## src/pkg/dmrs_pkg.sv

```systemverilog
// Purpose: Shared constants and types for the loop mode and reference
//          selection controller.
// Assumes: Registers sit on 32-bit Avalon-MM words at four times their index.
// Notes on behaviour
// [RULE_01] Mode field codes 00 freerun, 01 forced holdover, 10 forced lock, 11 automatic.
// [RULE_02] Automatic mode picks the active reference from availability and priority.
// [RULE_03] Automatic mode holds over only when none of the four references is usable.
// [RULE_04] Forced lock uses only the programmed reference and holds over if it fails.
// [RULE_05] Forced holdover ignores references and keeps the last selected one.
// [RULE_06] Freerun derives the loop outputs from the crystal input alone.
// [RULE_07] Feedback enable set uses the external feedback phase, clear ignores it.
// [RULE_08] The one external feedback phase is used whichever loop produced it.
// [RULE_09] In automatic mode the reference field reads back the selected reference.
// [RULE_10] In forced lock mode the reference field chooses reference 0 to 3.
// [RULE_11] In freerun and forced holdover the reference field is ignored.
// [RULE_12] A cleared holdover mask bit stops that failure kind forcing holdover.
// [RULE_13] Software never sets the soak timer hold bit without coarse or cycle bit.
// [RULE_14] A cleared switch mask bit stops that failure kind causing a switch.
// [RULE_15] Lower priority numbers win revertively and priority 111 disables.
// [RULE_16] Equal priorities switch non-revertively.
// [RULE_17] A reference is unusable while any unmasked monitor reports a failure.
package dmrs_pkg;
  localparam int NREF = 4;
  localparam int NMON = 4;
  localparam int ADDR_W = 10;
  localparam int PRIO_W = 3;
  localparam int PH_W = 16;
  // Register indices; byte address is four times the index
  localparam logic [7:0] IDX_MODE_REFSEL = 8'h33;
  localparam logic [7:0] IDX_FAIL_MASK = 8'h34;
  localparam logic [7:0] RST_MODE_REFSEL = 8'h03;
  localparam logic [7:0] RST_FAIL_MASK = 8'h87;
  // Field positions
  localparam int MODE_LSB = 0;
  localparam int FBEN_BIT = 5;
  localparam int REFSEL_LSB = 6;
  localparam int HOLD_MASK_LSB = 0;
  localparam int SW_MASK_LSB = 4;
  // Monitor order inside each failure nibble
  localparam int MON_ABSENT = 0;
  localparam int MON_SINGLE = 1;
  localparam int MON_COARSE = 2;
  localparam int MON_SOAK = 3;
  // Mode codes
  localparam logic [1:0] MODE_FREERUN = 2'h0;
  localparam logic [1:0] MODE_HOLD = 2'h1;
  localparam logic [1:0] MODE_FORCED = 2'h2;
  localparam logic [1:0] MODE_AUTO = 2'h3;
  localparam logic [PRIO_W-1:0] PRIO_DISABLED = 3'h7;

  typedef enum logic [1:0] {ST_FREERUN, ST_HOLDOVER, ST_LOCKED} dmrs_state_t;

  // Decision bundle driven to the loop
  typedef struct packed {
    dmrs_state_t state;
    logic [1:0] ref_idx;
    logic xtal_only;
    logic fb_en;
  } dmrs_loop_t;
endpackage

```

## src/core/dmrs_ref_pick.sv

```systemverilog
// Purpose: Choose the usable reference with the lowest priority number.
// Assumes: Equal priorities resolve to the lowest index.
// Notes: Pure combinational; the caller decides whether to move.
`timescale 1ns/1ps
`default_nettype none
module dmrs_ref_pick
  import dmrs_pkg::*;
#(
  parameter int N = NREF
)
(
  input wire logic [N-1:0] usable,
  input wire logic [N-1:0][PRIO_W-1:0] prio,
  output logic found,
  output logic [1:0] idx,
  output logic [PRIO_W-1:0] best_prio
);
  if (N != NREF)
  begin : g_chk
    $error("dmrs_ref_pick serves exactly four references");
  end

  // Strict less-than keeps the first index among equal priorities
  always_comb
  begin
    found = 1'b0;
    idx = 2'h0;
    best_prio = PRIO_DISABLED;
    for (int i = 0; i < N; i++)
    begin
      if (usable[i] && prio[i] != PRIO_DISABLED // RULE_15
          && (!found || prio[i] < best_prio))
      begin
        found = 1'b1;
        idx = 2'(i);
        best_prio = prio[i];
      end
    end
  end
endmodule
`default_nettype wire

```

## src/core/dmrs_mode_ctrl.sv

```systemverilog
// Purpose: Mode and reference selection control for one digital loop.
// Assumes: Failure flags and priorities come from logic on CLK_SYS.
// Notes: Registers answer Avalon-MM with one wait cycle per access.
//
// Added by the designer: the Avalon-MM register port.
`timescale 1ns/1ps
`default_nettype none
module dmrs_mode_ctrl
  import dmrs_pkg::*;
(
  input wire logic CLK_SYS,
  input wire logic ARST_N,
  input wire logic [ADDR_W-1:0] AVS_ADDRESS,
  input wire logic AVS_READ,
  input wire logic AVS_WRITE,
  input wire logic [31:0] AVS_WRITEDATA,
  input wire logic [3:0] AVS_BYTEENABLE,
  output logic [31:0] AVS_READDATA,
  output logic AVS_WAITREQUEST,
  input wire logic [NREF-1:0][NMON-1:0] REF_FAIL,
  input wire logic [NREF-1:0][PRIO_W-1:0] REF_PRIORITY,
  input wire logic [PH_W-1:0] EXT_FB_PHASE,
  output dmrs_loop_t LOOP_CTRL,
  output logic [PH_W-1:0] FB_PHASE
);
  // Bus state
  logic ack_r, ack_nxt;
  logic [31:0] rdata_r, rdata_nxt;
  // Control registers
  logic [1:0] mode_r, mode_nxt;
  logic fb_en_r, fb_en_nxt;
  logic [1:0] refsel_r, refsel_nxt;
  logic [NMON-1:0] hold_mask_r, hold_mask_nxt;
  logic [NMON-1:0] sw_mask_r, sw_mask_nxt;
  // Loop decision state
  dmrs_state_t state_r, state_nxt;
  logic [1:0] ref_r, ref_nxt;
  logic [PH_W-1:0] fb_ph_r, fb_ph_nxt;
  // Decode helpers
  logic req, sel_mode, sel_mask, wr_now;
  logic [NREF-1:0] sw_bad, ho_bad;
  logic cand_ok, cur_bad;
  logic [1:0] cand_idx;
  logic [PRIO_W-1:0] cand_prio;
  logic [7:0] mode_rd;

  assign req = AVS_READ | AVS_WRITE;
  assign sel_mode = AVS_ADDRESS[ADDR_W-1:2] == IDX_MODE_REFSEL
                    && AVS_ADDRESS[1:0] == 2'h0;
  assign sel_mask = AVS_ADDRESS[ADDR_W-1:2] == IDX_FAIL_MASK
                    && AVS_ADDRESS[1:0] == 2'h0;
  // Held request is served on its second cycle, when waitrequest drops
  assign AVS_WAITREQUEST = req & ~ack_r;
  assign wr_now = AVS_WRITE & ack_r & AVS_BYTEENABLE[0];
  assign AVS_READDATA = rdata_r;

  // Availability per reference under each mask
  always_comb
  begin
    for (int i = 0; i < NREF; i++)
    begin
      sw_bad[i] = |(REF_FAIL[i] & sw_mask_r); // RULE_14 RULE_17
      ho_bad[i] = |(REF_FAIL[i] & hold_mask_r); // RULE_12
    end
  end

  // Best usable reference by priority
  dmrs_ref_pick #(.N(NREF)) u_pick (
    .usable(~sw_bad),
    .prio(REF_PRIORITY),
    .found(cand_ok),
    .idx(cand_idx),
    .best_prio(cand_prio)
  );

  // Current reference counts as lost if it failed or was disabled
  assign cur_bad = sw_bad[ref_r] || REF_PRIORITY[ref_r] == PRIO_DISABLED;

  // Readback of mode register; field shows status in automatic mode
  always_comb
  begin
    mode_rd = 8'h00;
    mode_rd[MODE_LSB +: 2] = mode_r;
    mode_rd[FBEN_BIT] = fb_en_r;
    mode_rd[REFSEL_LSB +: 2] = (mode_r == MODE_AUTO) ? ref_r // RULE_09
                                                     : refsel_r;
  end

  // Bus next values; unmapped reads give zero, unmapped writes drop
  always_comb
  begin
    ack_nxt = req & ~ack_r;
    rdata_nxt = rdata_r;
    mode_nxt = mode_r;
    fb_en_nxt = fb_en_r;
    refsel_nxt = refsel_r;
    hold_mask_nxt = hold_mask_r;
    sw_mask_nxt = sw_mask_r;
    if (AVS_READ && !ack_r)
    begin
      rdata_nxt = 32'h0000_0000;
      if (sel_mode)
        rdata_nxt[7:0] = mode_rd;
      else if (sel_mask)
        rdata_nxt[7:0] = {sw_mask_r, hold_mask_r};
    end
    if (wr_now && sel_mode)
    begin
      mode_nxt = AVS_WRITEDATA[MODE_LSB +: 2]; // RULE_01
      fb_en_nxt = AVS_WRITEDATA[FBEN_BIT]; // RULE_07
      // Status field is read-only while automatic mode is written
      if (AVS_WRITEDATA[MODE_LSB +: 2] != MODE_AUTO)
        refsel_nxt = AVS_WRITEDATA[REFSEL_LSB +: 2]; // RULE_10
    end
    if (wr_now && sel_mask)
    begin
      hold_mask_nxt = AVS_WRITEDATA[HOLD_MASK_LSB +: NMON]; // RULE_13
      sw_mask_nxt = AVS_WRITEDATA[SW_MASK_LSB +: NMON];
    end
  end

  // Register bus state and control fields
  always_ff @(posedge CLK_SYS or negedge ARST_N)
  begin
    if (!ARST_N)
    begin
      ack_r <= 1'b0;
      rdata_r <= 32'h0000_0000;
      mode_r <= RST_MODE_REFSEL[MODE_LSB +: 2];
      fb_en_r <= RST_MODE_REFSEL[FBEN_BIT];
      refsel_r <= RST_MODE_REFSEL[REFSEL_LSB +: 2];
      hold_mask_r <= RST_FAIL_MASK[HOLD_MASK_LSB +: NMON];
      sw_mask_r <= RST_FAIL_MASK[SW_MASK_LSB +: NMON];
    end
    else
    begin
      ack_r <= ack_nxt;
      rdata_r <= rdata_nxt;
      mode_r <= mode_nxt;
      fb_en_r <= fb_en_nxt;
      refsel_r <= refsel_nxt;
      hold_mask_r <= hold_mask_nxt;
      sw_mask_r <= sw_mask_nxt;
    end
  end

  // Loop state decision per mode
  always_comb
  begin
    state_nxt = state_r;
    ref_nxt = ref_r;
    case (mode_r)
      MODE_FREERUN: state_nxt = ST_FREERUN; // RULE_06 RULE_11
      MODE_HOLD: state_nxt = ST_HOLDOVER; // RULE_05 RULE_11
      MODE_FORCED:
      begin
        // No fallback: a failed forced reference only means holdover
        ref_nxt = refsel_r; // RULE_10
        state_nxt = ho_bad[refsel_r] ? ST_HOLDOVER : ST_LOCKED; // RULE_04
      end
      MODE_AUTO:
      begin
        // Move only on loss, when not locked, or on a strictly better priority
        if (cand_ok && (cur_bad || state_r != ST_LOCKED // RULE_02
            || cand_prio < REF_PRIORITY[ref_r])) // RULE_15 RULE_16
        begin
          ref_nxt = cand_idx;
          state_nxt = ST_LOCKED;
        end
        else if (!cand_ok && (ho_bad[ref_r] || state_r != ST_LOCKED))
          state_nxt = ST_HOLDOVER; // RULE_03
      end
      default: state_nxt = ST_FREERUN;
    endcase
    fb_ph_nxt = fb_en_r ? EXT_FB_PHASE : '0; // RULE_07 RULE_08
  end

  // Loop state registers
  always_ff @(posedge CLK_SYS or negedge ARST_N)
  begin
    if (!ARST_N)
    begin
      state_r <= ST_FREERUN;
      ref_r <= 2'h0;
      fb_ph_r <= '0;
    end
    else
    begin
      state_r <= state_nxt;
      ref_r <= ref_nxt;
      fb_ph_r <= fb_ph_nxt;
    end
  end

  // Outputs to the loop
  assign LOOP_CTRL.state = state_r;
  assign LOOP_CTRL.ref_idx = ref_r;
  assign LOOP_CTRL.xtal_only = state_r == ST_FREERUN; // RULE_06
  assign LOOP_CTRL.fb_en = fb_en_r;
  assign FB_PHASE = fb_ph_r;
endmodule
`default_nettype wire

```

## config.mk

```make
export PLATFORM = sky130hd
export DESIGN_NAME = dmrs_mode_ctrl
export DESIGN_NICKNAME = d
export VERILOG_FILES = /design/src/pkg/dmrs_pkg.sv /design/src/core/dmrs_ref_pick.sv /design/src/core/dmrs_mode_ctrl.sv
export SDC_FILE = /design/constraint.sdc
export NUM_CORES = 1
export LEC_CHECK = 0
export ABC_CLOCK_PERIOD_IN_PS = 15750
export BUFFER_PORTS_ARGS = -buffer_cell sky130_fd_sc_hd__buf_4
export CORE_MARGIN = 2
export CORE_UTILIZATION = 31
export DETAILED_ROUTE_END_ITERATION = 16
export PLACE_DENSITY_LB_ADDON = 0.08
export SLEW_MARGIN = 5
export SYNTH_ARGS = -nofsm -noshare
export SYNTH_HDL_FRONTEND = slang
export SYNTH_SLANG_ARGS = --single-unit
```

## constraint.sdc

```tcl
create_clock -name CLK_SYS -period 15.75 [get_ports CLK_SYS]
set_input_delay 0.7875 -clock CLK_SYS [delete_from_list [all_inputs] [get_ports CLK_SYS]]
set_output_delay 0.7875 -clock CLK_SYS [all_outputs]
set_load 0.02 [all_outputs]
```

==> metrics.txt <==
status=finished, final reports clean; unrepaired setup endpoints after global routing=no; crit-path max cell delay=0.50 ns; Reg clk slew, reported paths=0.08 ns; die area=0.00987 mm²; largest net degree at the start of global routing=43; Max Slew Vio Count=0; min Tclk post-route=7.01 ns; num ports=149; Setup crit end kind=flop; synth warn=0; synthesized netlist cell count=273; first-pass GRT wire length=11.8 mm; most common cell after layout, fill and taps aside=buf_4; placed instance area=0.00356 mm²; # nets final=472; routed len/inst=15.4 µm; H-tree depth=2; Worst Path Max Fanout=5; CORE AREA=0.00876 mm²; gpl congestion=0.823; P_leak=0.00179 µW; Cell Count, Final, Fillers Out=479; placed cells=471; Max Root-Sink Buffers=2; hold_buf cts=0; initial cell density of the core=32.2%; Power Density=82.6 mW/mm²; Num CTS Buffers=5; DRC viols=0; DP HPWL=5.97 mm; CTS tree=yes; ANT nets after route=0; routed via count=2,393; post-CTS setup buffer count=0; Yosys reg bits=42; final period utilization=44.5%; Rel. slew slack=36.6%; Clock Latency Late Sink=0.29 ns; vias in the first global route=2,397; die height=99.3 µm; max cap viols=0; CTS resizes=0; grt ovf=0; overall routing resource usage=14.8%; Post-synth EDFFs=0; Rows=34; design area=0.00366 mm²; share of layout cells above drive strength 1=39.6%; WP data required=15.95 ns; crit path DAT=7.21 ns; Fmax achieved=143 MHz; Worst-Margin Slew=0.950 ns; DRT Pass-1 Iters=4; Avg Inst Size Synth=10.3 µm²; root buf cell=clkbuf_8; VDD IR max=66.7 µV; DRT Wirelength=7.38 mm; final worst setup slack=8.74 ns; Final Hold Viols=0; Sink Count=42; initial DRC count=78; initial antenna violation count=0; setup TNS=0 ns; Setup Crit Path Kind=primary input to flop; PortBufs=97; HP Class=primary input to async pin; routed vias/inst=5.00; most frequent cells in the layout=buf_4, dfrtp_1, conb_1; sequential-to-total area share from yosys stat=37.6%; ant diodes=0; Final setup viols=0; Critical Path Start Type=primary input; ys flop type=dfrtp_1; Unique masters post-synth=52; Async S/R FF share, synth=100%; pre-CTS setup slack=8.50 ns; P&R area growth vs syn=29.8%; slowest stage cell, crit path=a211oi_1; Die X=99.3 µm; Post-Syn Area=0.00282 mm²; Fin Clk Skew=0.00452 ns
[per-layer routing]
| layer | GRT usage, % | up-vias | part of all wire (%) |
|---|---|---|---|
| met5 | 0 | - | 0 |
| met4 | 2.63 | 0 | 0.95 |
| met3 | 3.87 | 6 | 7.6 |
| met2 | 24.6 | 100 | 48 |
| met1 | 19.8 | 1132 | 44 |
| li1 | - | 1155 | - |
[power breakdown]
part	total, µW	internal [µW]	switching (µW)
Sequential	125	113	12.1
Combinational	104	49.3	54.6
Clock	73.1	35.3	37.9
[flip-flops by register name, summed over array words and instances (netlist names)]
name	count
FB_PHASE	16
AVS_READDATA	8
mode_r	2
fb_en_r	1
refsel_r	2
ref_r	2
state_r	2
ack_r	1
hold_mask_r	4
sw_mask_r	4
[final timing paths]
kind | start | cells after the start | slack [ns] | endpoint
hold / removal | ARST_N | 1 | 0.47 | ack_r
max in group asynchronous | ARST_N | 1 | 14.91 | mode_r[0]
min in group CLK_SYS | ack_r | 1 | 0.49 | ack_r
setup reg to reg | sw_mask_r[0] | 29 | 8.80 | ref_r[1]
hold reg to reg | ack_r | 1 | 0.49 | ack_r
setup / recovery | REF_FAIL[0] | 30 | 8.74 | ref_r[1]
[layout make-up]
cell class / count / area [µm²]
inverter: 13 / 48.8
clock inverter: 2 / 12.5
tap: 108 / 135
multi-input combinational: 210 / 1590
sequential: 42 / 1060
timing repair buffer: 98 / 736
fill: 900 / 5100
clock buffer: 6 / 82.6
[critical path, delay by kind of cell]
| kind | cells | cell delay (ns) |
|---|---|---|
| AO/OA/AOI/OAI | 14 | 3.46 |
| adder cells (fa/ha/maj) | 4 | 1.17 |
| buffers and inverters | 2 | 0.19 |
| multiplexers | 1 | 0.32 |
| AND/OR/NAND/NOR | 9 | 1.26 |
[logic make-up after synthesis]
logic type | synth area share (%)
flip-flops | 37.6
other | 0.133
AO/OA/AOI/OAI | 20.1
AND/OR/NAND/NOR | 17.9
buffers and inverters | 9.24
adder cells (fa/ha/maj) | 3.55
multiplexers | 11.5
[cells in the mapped netlist (all sizes together), types with 2 or more instances]
library cell	n	share of area (%)
dfrtp	36	32
buf	27	7.0
a22oi	21	6.9
and2	17	3.8
nand2	16	2.1
a21oi	15	2.7
mux2	15	6.0
nor2	14	1.9
inv	13	1.7
nand3	13	2.8
ha	8	3.6
dfstp	6	5.6
mux4	6	4.8
nand2b	6	1.6
nor3	6	1.1
o21ai	6	1.1
a211oi	4	1.1
clkbuf	4	0.53
and3	3	0.84
nand4	3	0.67
nor2b	3	0.67
o22ai	3	0.67
a311o	2	1.1
a31oi	2	0.44
a32oi	2	1.3
mux2i	2	0.71
nand4b	2	0.62
nor4	2	0.44
o211ai	2	0.53
[through the flow]
| step | hold WS, ns | total power, µW | util (%) |
|---|---|---|---|
| 3_5_place_dp | 0.483 | 232 | 40.7 |
| 4_1_cts | 0.486 | 306 | 41.7 |
| 3_3_place_gp | 0.481 | 231 | 40.7 |
| 5_1_grt | 0.506 | 321 | 41.7 |
| 6_report | 0.465 | 302 | 41.7 |
| 2_1_floorplan | 0.492 | 197 | - |
Power figures use the tool's default switching activity.
